$ cat src/inc/led_cplx_map.svh
`ifndef LED_CPLX_MAP_SVH
`define LED_CPLX_MAP_SVH

// ----------------------------------------
// register indices and reset values
// ----------------------------------------
`define IDX_CFG_A      2'h0
`define IDX_CFG_B      2'h1
`define IDX_STATUS     2'h2
`define CFG_A_RST      16'h0000
`define CFG_B_RST      16'h0000
`define CFG_A_MASK     16'h00F7
`define CFG_B_MASK     16'h0077

// ----------------------------------------
// field positions
// ----------------------------------------
`define FAST_RATE_HI   7
`define FAST_RATE_LO   6
`define SLOW_RATE_HI   5
`define SLOW_RATE_LO   4
`define REV_HI         2
`define REV_LO         0
`define SWP_HI         6
`define SWP_LO         4
`define FLS_HI         2
`define FLS_LO         0

// ----------------------------------------
// array size and timing
// ----------------------------------------
`define LED_NUM        4
`define CLK_HZ         25000000
`define FAST_MAX_HZ    16
`define TICK_CYC       (`CLK_HZ / (2 * `FAST_MAX_HZ))
`define STRETCH_TICKS  2'h2

`endif

$ cat src/inc/led_cplx_pkg.sv
`include "led_cplx_map.svh"

package led_cplx_pkg;

  typedef enum logic [2:0] {
    trig_none                    = 3'b000,
    trig_link_up                 = 3'b001,
    trig_powered_down_state      = 3'b010,
    trig_eee_active              = 3'b011,
    trig_autoneg_running_state   = 3'b100,
    trig_analog_selftest_state   = 3'b101,
    trig_cable_diagnostics_state = 3'b110,
    trig_test_running            = 3'b111
  } trig_t;

  typedef enum logic [1:0] {
    rate_two_hz     = 2'b00,
    rate_four_hz    = 2'b01,
    rate_eight_hz   = 2'b10,
    rate_sixteen_hz = 2'b11
  } rate_t;

  typedef enum logic [1:0] {
    cplx_none    = 2'b00,
    cplx_flash   = 2'b01,
    cplx_sweep   = 2'b10,
    cplx_reverse = 2'b11
  } cplx_t;

  typedef struct packed {
    logic link_up;
    logic powered_down_state;
    logic eee_active;
    logic autoneg_running_state;
    logic analog_selftest_state;
    logic cable_diagnostics_state;
    logic test_running;
  } phy_state_t;

  typedef struct packed {
    logic        en;
    logic        wr;
    logic [1:0]  idx;
    logic [15:0] wdata;
  } mgmt_req_t;

  typedef struct packed {
    logic [`LED_NUM-1:0] pulse;
    logic [`LED_NUM-1:0] slow;
    logic [`LED_NUM-1:0] fast;
    logic [`LED_NUM-1:0] con;
  } direct_led_t;

endpackage

$ cat src/logic/complex_led_pattern_control.sv
// Overview of operation
// - an active complex function overrides every direct setting on all LEDs.
// - a triggered complex function drives the whole LED array with its pattern.
// - phy state is compared continuously with each trigger; on matches flash wins over sweep, sweep over inverse sweep.
// - config_a bits 7:6 pick the fast blink rate 2, 4, 8 or 16 Hz.
// - the pulse stretch width follows the fast blink rate.
// - config_a bits 5:4 pick the slow blink rate 2, 4, 8 or 16 Hz.
// - config_a bits 2:0 pick the state that starts the inverse sweep.
// - config_b bits 6:4 pick the state that starts the back and forth sweep.
// - sweep steps and flash toggles run at the fast blink rate.
// - config_b bits 2:0 pick the state that flashes all LEDs in phase at fast rate.
// - trigger codes 000..011 mean none, link up, powered down, eee active.
// - trigger codes 100..111 mean autoneg, self-test, cable diagnostics, test mode.
// - without a complex function each LED resolves pulse, slow, fast, constant on.
`include "led_cplx_map.svh"

module complex_led_pattern_control #(
  parameter int TICK_CYC = `TICK_CYC            // half period of the 16 Hz wave
) (
  input  wire logic                       clk,        // 25 MHz system clock
  input  wire logic                       arst_n,     // async reset, active low
  input  wire led_cplx_pkg::phy_state_t   phy_state,  // phy state indications
  input  wire led_cplx_pkg::direct_led_t  direct_led, // direct function requests
  input  wire led_cplx_pkg::mgmt_req_t    mgmt_req,   // register access request
  output logic [15:0]                     mgmt_rdata, // read data, registered
  output logic                            mgmt_rvalid,// read data valid pulse
  output logic [`LED_NUM-1:0]             led_out     // led drive, high is lit
);

  // ----------------------------------------
  // registers
  // ----------------------------------------
  logic [15:0] cfg_a_reg;
  logic [15:0] cfg_b_reg;
  logic [15:0] rd_next;
  wire         wr_a = mgmt_req.en && mgmt_req.wr && (mgmt_req.idx == `IDX_CFG_A);
  wire         wr_b = mgmt_req.en && mgmt_req.wr && (mgmt_req.idx == `IDX_CFG_B);
  wire         rd   = mgmt_req.en && !mgmt_req.wr;

  wire led_cplx_pkg::rate_t fast_blink_rate =
    led_cplx_pkg::rate_t'(cfg_a_reg[`FAST_RATE_HI:`FAST_RATE_LO]);
  wire led_cplx_pkg::rate_t slow_blink_rate =
    led_cplx_pkg::rate_t'(cfg_a_reg[`SLOW_RATE_HI:`SLOW_RATE_LO]);
  wire led_cplx_pkg::trig_t rev_t = led_cplx_pkg::trig_t'(cfg_a_reg[`REV_HI:`REV_LO]);
  wire led_cplx_pkg::trig_t swp_t = led_cplx_pkg::trig_t'(cfg_b_reg[`SWP_HI:`SWP_LO]);
  wire led_cplx_pkg::trig_t fls_t = led_cplx_pkg::trig_t'(cfg_b_reg[`FLS_HI:`FLS_LO]);

  always_ff @(posedge clk or negedge arst_n)
  begin
    if (!arst_n)
    begin
      cfg_a_reg <= `CFG_A_RST;
      cfg_b_reg <= `CFG_B_RST;
    end
    else
    begin
      if (wr_a)
        cfg_a_reg <= mgmt_req.wdata & `CFG_A_MASK;
      if (wr_b)
        cfg_b_reg <= mgmt_req.wdata & `CFG_B_MASK;
    end
  end

  // ----------------------------------------
  // timebase
  // ----------------------------------------
  // one divider feeds every rate, so all waves stay phase locked
  logic [19:0] div_reg;
  logic [3:0]  phase_reg;
  wire         tick     = (div_reg == 20'(TICK_CYC - 1));
  wire [2:0]   step_req = 3'h7 >> fast_blink_rate;
  wire         fast_step = tick && ((phase_reg[2:0] & step_req) == step_req);
  wire         fast_lvl = phase_reg[2'h3 - fast_blink_rate];
  wire         slow_lvl = phase_reg[2'h3 - slow_blink_rate];

  always_ff @(posedge clk or negedge arst_n)
  begin
    if (!arst_n)
    begin
      div_reg   <= 20'h00000;
      phase_reg <= 4'h0;
    end
    else
    begin
      div_reg <= tick ? 20'h00000 : div_reg + 20'h00001;
      if (tick)
        phase_reg <= phase_reg + 4'h1;
    end
  end

  // ----------------------------------------
  // trigger decode
  // ----------------------------------------
  function automatic logic state_match(led_cplx_pkg::trig_t t, led_cplx_pkg::phy_state_t s);
    case (t)
      led_cplx_pkg::trig_none:                    state_match = 1'b0;
      led_cplx_pkg::trig_link_up:                 state_match = s.link_up;
      led_cplx_pkg::trig_powered_down_state:      state_match = s.powered_down_state;
      led_cplx_pkg::trig_eee_active:              state_match = s.eee_active;
      led_cplx_pkg::trig_autoneg_running_state:   state_match = s.autoneg_running_state;
      led_cplx_pkg::trig_analog_selftest_state:   state_match = s.analog_selftest_state;
      led_cplx_pkg::trig_cable_diagnostics_state: state_match = s.cable_diagnostics_state;
      led_cplx_pkg::trig_test_running:            state_match = s.test_running;
      default:                                    state_match = 1'b0;
    endcase
  endfunction

  wire fls_on = state_match(fls_t, phy_state);
  wire swp_on = state_match(swp_t, phy_state);
  wire rev_on = state_match(rev_t, phy_state);
  wire led_cplx_pkg::cplx_t act =
    fls_on ? led_cplx_pkg::cplx_flash :
    swp_on ? led_cplx_pkg::cplx_sweep :
    rev_on ? led_cplx_pkg::cplx_reverse : led_cplx_pkg::cplx_none;

  // ----------------------------------------
  // sweep position
  // ----------------------------------------
  // restarts at the first led each time a sweep is entered from flash or none; a switch between the two sweeps keeps the position
  logic [1:0] pos_reg;
  logic       dir_reg;
  wire        sweeping = (act == led_cplx_pkg::cplx_sweep) || (act == led_cplx_pkg::cplx_reverse);
  wire        at_last  = (pos_reg == 2'(`LED_NUM - 1));
  wire        at_first = (pos_reg == 2'h0);

  always_ff @(posedge clk or negedge arst_n)
  begin
    if (!arst_n)
    begin
      pos_reg <= 2'h0;
      dir_reg <= 1'b0;
    end
    else if (!sweeping)
    begin
      pos_reg <= 2'h0;
      dir_reg <= 1'b0;
    end
    else if (fast_step)
    begin
      if (!dir_reg)
      begin
        dir_reg <= at_last;
        pos_reg <= at_last ? pos_reg - 2'h1 : pos_reg + 2'h1;
      end
      else
      begin
        dir_reg <= !at_first;
        pos_reg <= at_first ? pos_reg + 2'h1 : pos_reg - 2'h1;
      end
    end
  end

  wire [`LED_NUM-1:0] run_bit = `LED_NUM'(1) << pos_reg;

  // ----------------------------------------
  // direct functions
  // ----------------------------------------
  logic [`LED_NUM-1:0] stretched;
  logic [`LED_NUM-1:0] direct_lvl;

  for (genvar i = 0; i < `LED_NUM; i++)
  begin : g_led
    logic [1:0] str_reg;
    // stretch counts fast steps, so its width tracks the fast rate
    always_ff @(posedge clk or negedge arst_n)
    begin
      if (!arst_n)
        str_reg <= 2'h0;
      else if (direct_led.pulse[i])
        str_reg <= `STRETCH_TICKS;
      else if (fast_step && (str_reg != 2'h0))
        str_reg <= str_reg - 2'h1;
    end
    assign stretched[i]  = (str_reg != 2'h0) || direct_led.pulse[i];
    assign direct_lvl[i] = stretched[i]          ? 1'b1 :
                           direct_led.slow[i]    ? slow_lvl :
                           direct_led.fast[i]    ? fast_lvl :
                           direct_led.con[i];
  end

  // ----------------------------------------
  // output select and read back
  // ----------------------------------------
  logic [`LED_NUM-1:0] led_next;
  always_comb
  begin
    case (act)
      led_cplx_pkg::cplx_flash:   led_next = {`LED_NUM{fast_lvl}};
      led_cplx_pkg::cplx_sweep:   led_next = run_bit;
      led_cplx_pkg::cplx_reverse: led_next = ~run_bit;
      default:                    led_next = direct_lvl;
    endcase
  end

  assign rd_next = (mgmt_req.idx == `IDX_CFG_A)  ? cfg_a_reg :
                   (mgmt_req.idx == `IDX_CFG_B)  ? cfg_b_reg :
                   (mgmt_req.idx == `IDX_STATUS) ? {12'h000, act, pos_reg} : 16'h0000;

  always_ff @(posedge clk or negedge arst_n)
  begin
    if (!arst_n)
    begin
      led_out     <= '0;
      mgmt_rdata  <= 16'h0000;
      mgmt_rvalid <= 1'b0;
    end
    else
    begin
      led_out     <= led_next;
      mgmt_rvalid <= rd;
      if (rd)
        mgmt_rdata <= rd_next;
    end
  end

  // ----------------------------------------
  // checks
  // ----------------------------------------
  flash_all_a: assert property (@(posedge clk) disable iff (!arst_n)
    fls_on |=> (led_out == {`LED_NUM{$past(fast_lvl)}}))
    else $error("flash pattern not applied to all leds");
  flash_first_a: assert property (@(posedge clk) disable iff (!arst_n)
    (fls_on && swp_on) |-> (act == led_cplx_pkg::cplx_flash))
    else $error("flash lost precedence");
  sweep_one_a: assert property (@(posedge clk) disable iff (!arst_n)
    (act == led_cplx_pkg::cplx_sweep) |=> $onehot(led_out))
    else $error("sweep not one hot");
  reverse_pat_a: assert property (@(posedge clk) disable iff (!arst_n)
    (act == led_cplx_pkg::cplx_reverse) |=> $onehot(~led_out))
    else $error("inverse sweep not one dark");
  direct_yield_a: assert property (@(posedge clk) disable iff (!arst_n)
    (act != led_cplx_pkg::cplx_none) |=> (led_out ==
      (($past(act) == led_cplx_pkg::cplx_flash) ? {`LED_NUM{$past(fast_lvl)}} :
       ($past(act) == led_cplx_pkg::cplx_sweep) ? $past(run_bit) : ~$past(run_bit))))
    else $error("direct setting leaked through");
  none_code_a: assert property (@(posedge clk) disable iff (!arst_n)
    (fls_t == led_cplx_pkg::trig_none) |-> !fls_on)
    else $error("code 000 activated flash");
  divider_a: assert property (@(posedge clk) disable iff (!arst_n)
    // small divisors are legal for fast runs, so only three idle cycles are demanded
    tick |=> !tick [*3])
    else $error("divider ticked too early");
  step_rate_a: assert property (@(posedge clk) disable iff (!arst_n)
    (tick && fast_blink_rate == led_cplx_pkg::rate_sixteen_hz) |-> fast_step)
    else $error("sweep step missed a tick at the top rate");
  stretch_a: assert property (@(posedge clk) disable iff (!arst_n)
    (act == led_cplx_pkg::cplx_none && direct_led.pulse[0]) |=> led_out[0])
    else $error("pulse did not light led");
  slow_rate_a: assert property (@(posedge clk) disable iff (!arst_n)
    (act == led_cplx_pkg::cplx_none && direct_led.slow[0] && !stretched[0])
      |=> (led_out[0] == $past(slow_lvl)))
    else $error("slow blink level wrong");

endmodule

$ cat config.mk
export PLATFORM = sky130hd
export DESIGN_NAME = complex_led_pattern_control
export DESIGN_NICKNAME = d
export VERILOG_FILES = /design/src/inc/led_cplx_pkg.sv /design/src/logic/complex_led_pattern_control.sv
export VERILOG_INCLUDE_DIRS = /design/src /design/src/inc
export SDC_FILE = /design/constraint.sdc
export NUM_CORES = 1
export LEC_CHECK = 0
export BUFFER_PORTS_ARGS = -buffer_cell sky130_fd_sc_hd__buf_2
export CAP_MARGIN = 0
export CORE_ASPECT_RATIO = 0.9
export CORE_UTILIZATION = 61
export CTS_BUF_LIST = sky130_fd_sc_hd__clkbuf_8
export DETAILED_ROUTE_END_ITERATION = 6
export PLACE_DENSITY_LB_ADDON = 0.25
export SYNTH_ARGS = -nofsm -noshare
export SYNTH_HDL_FRONTEND = slang
export SYNTH_SLANG_ARGS = --single-unit
$ cat constraint.sdc
create_clock -name clk -period 2.94 [get_ports clk]
set_input_delay 0.147 -clock clk [delete_from_list [all_inputs] [get_ports clk]]
set_output_delay 0.147 -clock clk [all_outputs]
set_load 0.02 [all_outputs]
# After elaboration in Yosys (flattened, before gate mapping)
# Cells that the tools add are included.
[word_totals]
word_cells = 131
ff_bits = 69
output_inout_bits = 21
inputBits = 45
[classes]
n_eq_ne = 30
n_bitwise = 2
n_reduce_logical = 29
magnitude_cmp = 2
addsub = 10
n_shift = 2
mux = 43
[ops]
columns = ["cell", "n"]
rows = [
  ["$eq 3x3->1 const B", 12],
  ["$mux 2", 16],
  ["$pmux 1 s8", 3],
  ["$add 20x1->20 const B", 1],
  ["$eq 20x20->1 const B", 1],
  ["$mux 20", 1],
  ["$eq 3x2->1 const B", 6],
  ["$mux 1", 17],
  ["$reduce_bool 2->1", 8],
  ["$pmux 4 s3", 1],
  ["$sub 2x1->2 const B", 5],
  ["$eq 3x1->1 const B", 3],
  ["$logic_and 1x1->1", 9],
  ["$logic_not 3->1", 3],
  ["$eq 2x2->1 const B", 4],
  ["$mux 8", 1],
  ["$mux 7", 1],
  ["$lt 2x3->1 const B", 2],
  ["$logic_or 1x1->1", 5],
  ["$add 4x1->4 const B", 1],
  ["$bmux 1 s2", 2],
  ["$eq 2x1->1 const B", 2],
  ["$logic_not 2->1", 2],
  ["$mux 4", 1],
  ["9 further kinds", 11],
]

# Longest topological paths before layout
[depth]
word_depth = 8
depth_mapped = 7
ltp_nobuf = 7

# Least setup slack after synthesis
# No wires, ideal clock.
[synth_timing]
kind = "register to register"
from = "reg cfg_b_reg[0]"
to = "reg led_out[1]"
setup_ps = 90
path_buffers = 0
period_less_slack_ps = 1803
required_ps = 2850
path_stages_with_launch = 6
path_slack_ps = 1137
t_arrival_ps = 1713
path_cell_list = "dfrtp_1 mux2_1 mux4_2 nor3_4 o21ai_0 o221ai_1"
[synth_via]
elab_chain_cells = 5
elab_cells_between_ends = 14
classes_between = "10 x eq/ne; 3 x mux; 1 x reduce/logical"
[synth_rtl]
columns = ["element", "line_no", "rtl"]
rows = [
  ["start: declaration", "complex_led_pattern_control.sv:34", "logic [15:0] cfg_b_reg;"],
  ["start signal: assignment", "complex_led_pattern_control.sv:53", "cfg_b_reg <= `CFG_B_RST;"],
  ["start signal: assignment", "complex_led_pattern_control.sv:60", "cfg_b_reg <= mgmt_req.wdata & `CFG_B_MASK;"],
  ["$eq 3x3->1, or another cell as far along", "complex_led_pattern_control.sv:95", "case (t)"],
  ["$pmux 1 s8 (*)", "complex_led_pattern_control.sv:95", ""],
  ["$mux 2 (*)", "complex_led_pattern_control.sv:112", "fls_on ? led_cplx_pkg::cplx_flash :"],
  ["$eq 2x2->1 or $eq 2x1->1 (tied branches)", "complex_led_pattern_control.sv:187", "case (act)"],
  ["$pmux 4 s3 (*)", "complex_led_pattern_control.sv:187", ""],
  ["named net led_next[1]", "complex_led_pattern_control.sv:184", "logic [`LED_NUM-1:0] led_next;"],
  ["end signal: assignment", "complex_led_pattern_control.sv:209", "led_out <= led_next;"],
  ["end: declaration", "complex_led_pattern_control.sv:27", "output logic [`LED_NUM-1:0] led_out"],
]
# Mark *: on every way through the listed nets, which the timed path passes. The rest lies on a longest branch.
# A chain may end at the register's enable or synchronous reset.

# Final worst setup path
[layout_timing]
from = "reg div_reg[2]"
to = "reg phase_reg[1]"
[layout_via]
elab_chain_cells = 1
[layout_rtl]
columns = ["element", "line_no", "rtl"]
rows = [
  ["start: declaration", "complex_led_pattern_control.sv:68", "logic [19:0] div_reg;"],
  ["start signal: assignment", "complex_led_pattern_control.sv:85", "div_reg <= tick ? 20'h00000 : div_reg + 20'h00001;"],
  ["$eq 20x20->1", "complex_led_pattern_control.sv:70", "wire tick = (div_reg == 20'(TICK_CYC - 1));"],
  ["end signal: assignment", "complex_led_pattern_control.sv:87", "phase_reg <= phase_reg + 4'h1;"],
  ["end: declaration", "complex_led_pattern_control.sv:69", "logic [3:0] phase_reg;"],
]
# Every way passes these cells.

==> metrics.md <==
| Metric | Value |
|---|---|
| Critical Path End Type | flop |
| Root Buffer Master | sky130_fd_sc_hd__clkbuf_8 |
| Total power of the final layout | 2.12 mW |
| Share of Yosys cell area claimed by the top area cell type | 47.1% |
| 1st-pass router iterations | 4 |
| Buffers on Ports | 48 |
| Number of sinks driven by the clock tree | 61 |
| Area added between synthesis and finish | 15.4% |
| Most common cell after layout, fill and taps aside | sky130_fd_sc_hd__dfrtp_1 |
| Startpoint type of the worst setup path | flop |
| Number of global-route vias before repair | 2397 |
| Max-slew headroom at the worst pin | 28.8% |
| Setup slack on the worst flop-to-flop path | 780 ps |
| Buffers from clock root to sink, at most | 2 |
| # setup viols final | 0 |
| Sw Share | 28.8% |
| Detailed placement HPWL | 4.79 mm |
| Netlist Area Pre-Place | 3240 um^2 |
| Final layout net count | 413 |
| Overall overflow remaining after global route | 0 |
| Crit path time final | 2160 ps |
| Number of buffers added by the clock tree synthesis step | 9 |
| Chip Height | 71.2 um |
| Top fanout value on the critical path | 12 |
| Area of the multi-input gates | 1610 um^2 |
| Leading cell types in the layout, fill and taps excluded | sky130_fd_sc_hd__dfrtp_1, sky130_fd_sc_hd__buf_2, sky130_fd_sc_hd__nand2_1 |
| Cell depth of the worst flop-to-flop path | 4 |
| Post-Route Utilization | 75.1% |
| Ratio of total power to cell area | 566 nW/um^2 |
| Clock tree from TritonCTS | done |
| Maxcap violations | 0 |
| Transition at the pin with the smallest max-transition slack | 1070 ps |
| Worst Hold Slack | 8.86 ps |
| Buf+Inv Stages, Crit Path | 0 |
| Wire length of the first global-routing pass | 11.0 mm |
| Standard cell area after detailed placement | 3530 um^2 |
| Fraction of the yosys area taken by sequential cells | 47.1% |
| Cell class contributing the biggest share of worst-path delay | simple AND/OR/NAND/NOR gates |
| Delay contributed by the slowest stage of the critical path | 500 ps |
| Cell count after placement | 413 |
| Storage cell area | 1530 um^2 |
| Global routing usage summed across all routing layers | 26.0% |
| Leading cell types by total area after synthesis | sky130_fd_sc_hd__dfrtp_1, sky130_fd_sc_hd__mux2i_1, sky130_fd_sc_hd__mux2_2 |
| Clock-pin slew of the registers on the worst-case setup and hold paths | 60 ps |
| Power dissipated by switching net loads | 0.610 mW |
| Total count of hold-check failures in the final report | 0 |
| Pint | 1.51 mW |
| Worst slack after detailed placement | 792 ps |
| Critical path arrival | 2370 ps |
| Unrepaired setup endpoints after global routing | false |
| Share of total power in the clock network | 33.8% |
| Number of distinct library cells after synthesis | 45 |
| Cells after Synth | 303 |
| Cell leakage power | 1.71 nW |
| Pins Over Slew Limit | 0 |
| Clock network latency to the later pin of the worst-skew pair | 330 ps |
| Total of warnings raised by yosys | 0 |
| CTS H-Tree Depth | 3 |
| Io pins | 66 |
| Setup slack after layout | 781 ps |
| End of the worst register-to-register path | phase_reg[1]$_DFFE_PN0N_ |
| Total wire length after detailed routing | 6.53 mm |
| Worst hold path type | in -> async |
| Highest clock frequency the design can meet | 0.463 GHz |
| Share of layout cells above drive strength 1 | 24.9% |
| Post-synthesis register bit count | 61 |
| Filler cells | 368 |
| Cell Rows | 24 |
| Worst flop-to-flop path startpoint | div_reg[2]$_DFF_PN0_ |
| Post-synth top area cell | sky130_fd_sc_hd__dfrtp_1 |
| Post-route cell area | 3740 um^2 |
| Placeable core region | 4980 um^2 |
| Combinational share of power | 19.5% |
| Drc violations | 0 |
| Number of flip-flops under the largest register name | 20 |
| Max IR drop VDD | 457 uV |
| Portion of total power attributed to sequential cells | 46.7% |
| Wire length per cell | 15.2 um |
| Slowest CP cell | sky130_fd_sc_hd__nor2_2 |
| Placer's final routability congestion estimate | 0.835 |
| Mean instance size in the synthesized netlist | 10.7 um^2 |
| Via-per-instance ratio | 5.71 |
| WP data required | 3150 ps |
| Status | finished, final reports clean |
| Critical path start-end classification | reg -> reg |
| Number of antenna cells inserted | 0 |
| Antenna violations before repair | 0 |
| First-iteration detailed-routing DRC count | 119 |
| Setup TNS | 0 ps |
| Pin count of the biggest net entering global routing | 50 |
| Post-route insts no fill | 431 |
| Vias | 2461 |
| Overall die area | 5610 um^2 |
| Width of the die | 78.8 um |
| Crit path cell chain | nor4b_1 > nand4_2 > nor2_2 > mux2_1 |
| Maximum clock skew at final layout | 11.0 ps |
| Antenna Nets Post-Route | 0 |
| Initial cell density of the core | 65.0% |
| Postcts setup bufs | 0 |
| Fraction of the cycle the final worst path needs | 73.4% |
per-layer routing:
layer  up-vias  wire length [um]  track usage [%]
met3        13               357             8.26
met5         -                 0                0
met2        80              2920             39.1
li1       1189                 -                -
met1      1179              3130             35.6
met4         0               124             9.90
layout make-up:
type / count / area share [%]
Multi-Input combinational cell: 223 / 43.1
Sequential cell: 61 / 40.8
Timing Repair Buffer: 52 / 7.36
Clock buffer: 10 / 3.68
Tap cell: 65 / 2.17
Clock inverter: 6 / 1.47
Inverter: 14 / 1.40
synth_stat cells (all sizes together):
cell type / number
mux2i: 16
buf: 9
mux4: 5
a21o: 3
nor3b: 1
o21bai: 1
o41ai: 1
a211o: 1
nand3b: 2
mux2: 16
dfrtp: 61
o21ai: 23
nor4b: 4
o221ai: 4
and2: 2
nor4: 3
and4: 4
or2: 6
and3: 1
nand3: 8
inv: 14
nor2: 24
ha: 7
a21oi: 8
or3: 1
nand2b: 4
a2bb2oi: 1
xnor2: 12
a31oi: 2
a211oi: 2
conb: 1
xor2: 11
clkbuf: 3
nand4: 9
nor2b: 1
nor3: 8
nand2: 24
worst max-delay path by stage:
stage                                  start                  endpoint  slack [ps]  depth (start not counted)
floorplan           cfg_b_reg[0]$_DFFE_PN0P_      led_out[1]$_DFF_PN0_        1140                          5
global placement        div_reg[3]$_DFF_PN0_  phase_reg[1]$_DFFE_PN0N_         810                          4
detailed placement      div_reg[2]$_DFF_PN0_  phase_reg[1]$_DFFE_PN0N_         790                          4
CTS                     div_reg[3]$_DFF_PN0_  phase_reg[1]$_DFFE_PN0N_         800                          4
global route            div_reg[2]$_DFF_PN0_  phase_reg[3]$_DFFE_PN0N_         670                          5
finish                  div_reg[2]$_DFF_PN0_  phase_reg[1]$_DFFE_PN0N_         780                          4
kinds of logic (layout without fill, tap and decap cells):
kind of cell,after synthesis,count (layout),share of synthesized area [%]
fa+ha+maj,7,7,2.70
other cells,1,8,0.116
simple gates,102,102,17.5
buf+inv,26,82,3.98
xor+xnor,23,23,6.21
flops,61,61,47.1
mux,37,37,14.0
compound gates,46,46,8.45
power by group through the flow:
stage / clock, mW / combinational (mW) / sequential [mW]
5_1_grt: 0.773 / 0.453 / 0.999
3_3_place_gp: 0 / 0.400 / 1.00
4_1_cts: 0.725 / 0.415 / 0.988
2_1_floorplan: 0 / 0.229 / 1.05
6_report: 0.716 / 0.413 / 0.989
3_5_place_dp: 0 / 0.410 / 1.00
worst register-to-register path, delay by kind of cell (launching register included):
family | cells | cell delay (ps)
flops | 1 | 450
mux | 1 | 370
simple gates | 3 | 1220
repair_timing:
action                                 in CTS  in global routing
endpoints found under the hold margin       2                  0
hold buffers                                2                  0
resized for setup                           0                  0
No activity file was read; power rests on OpenSTA's default activity.
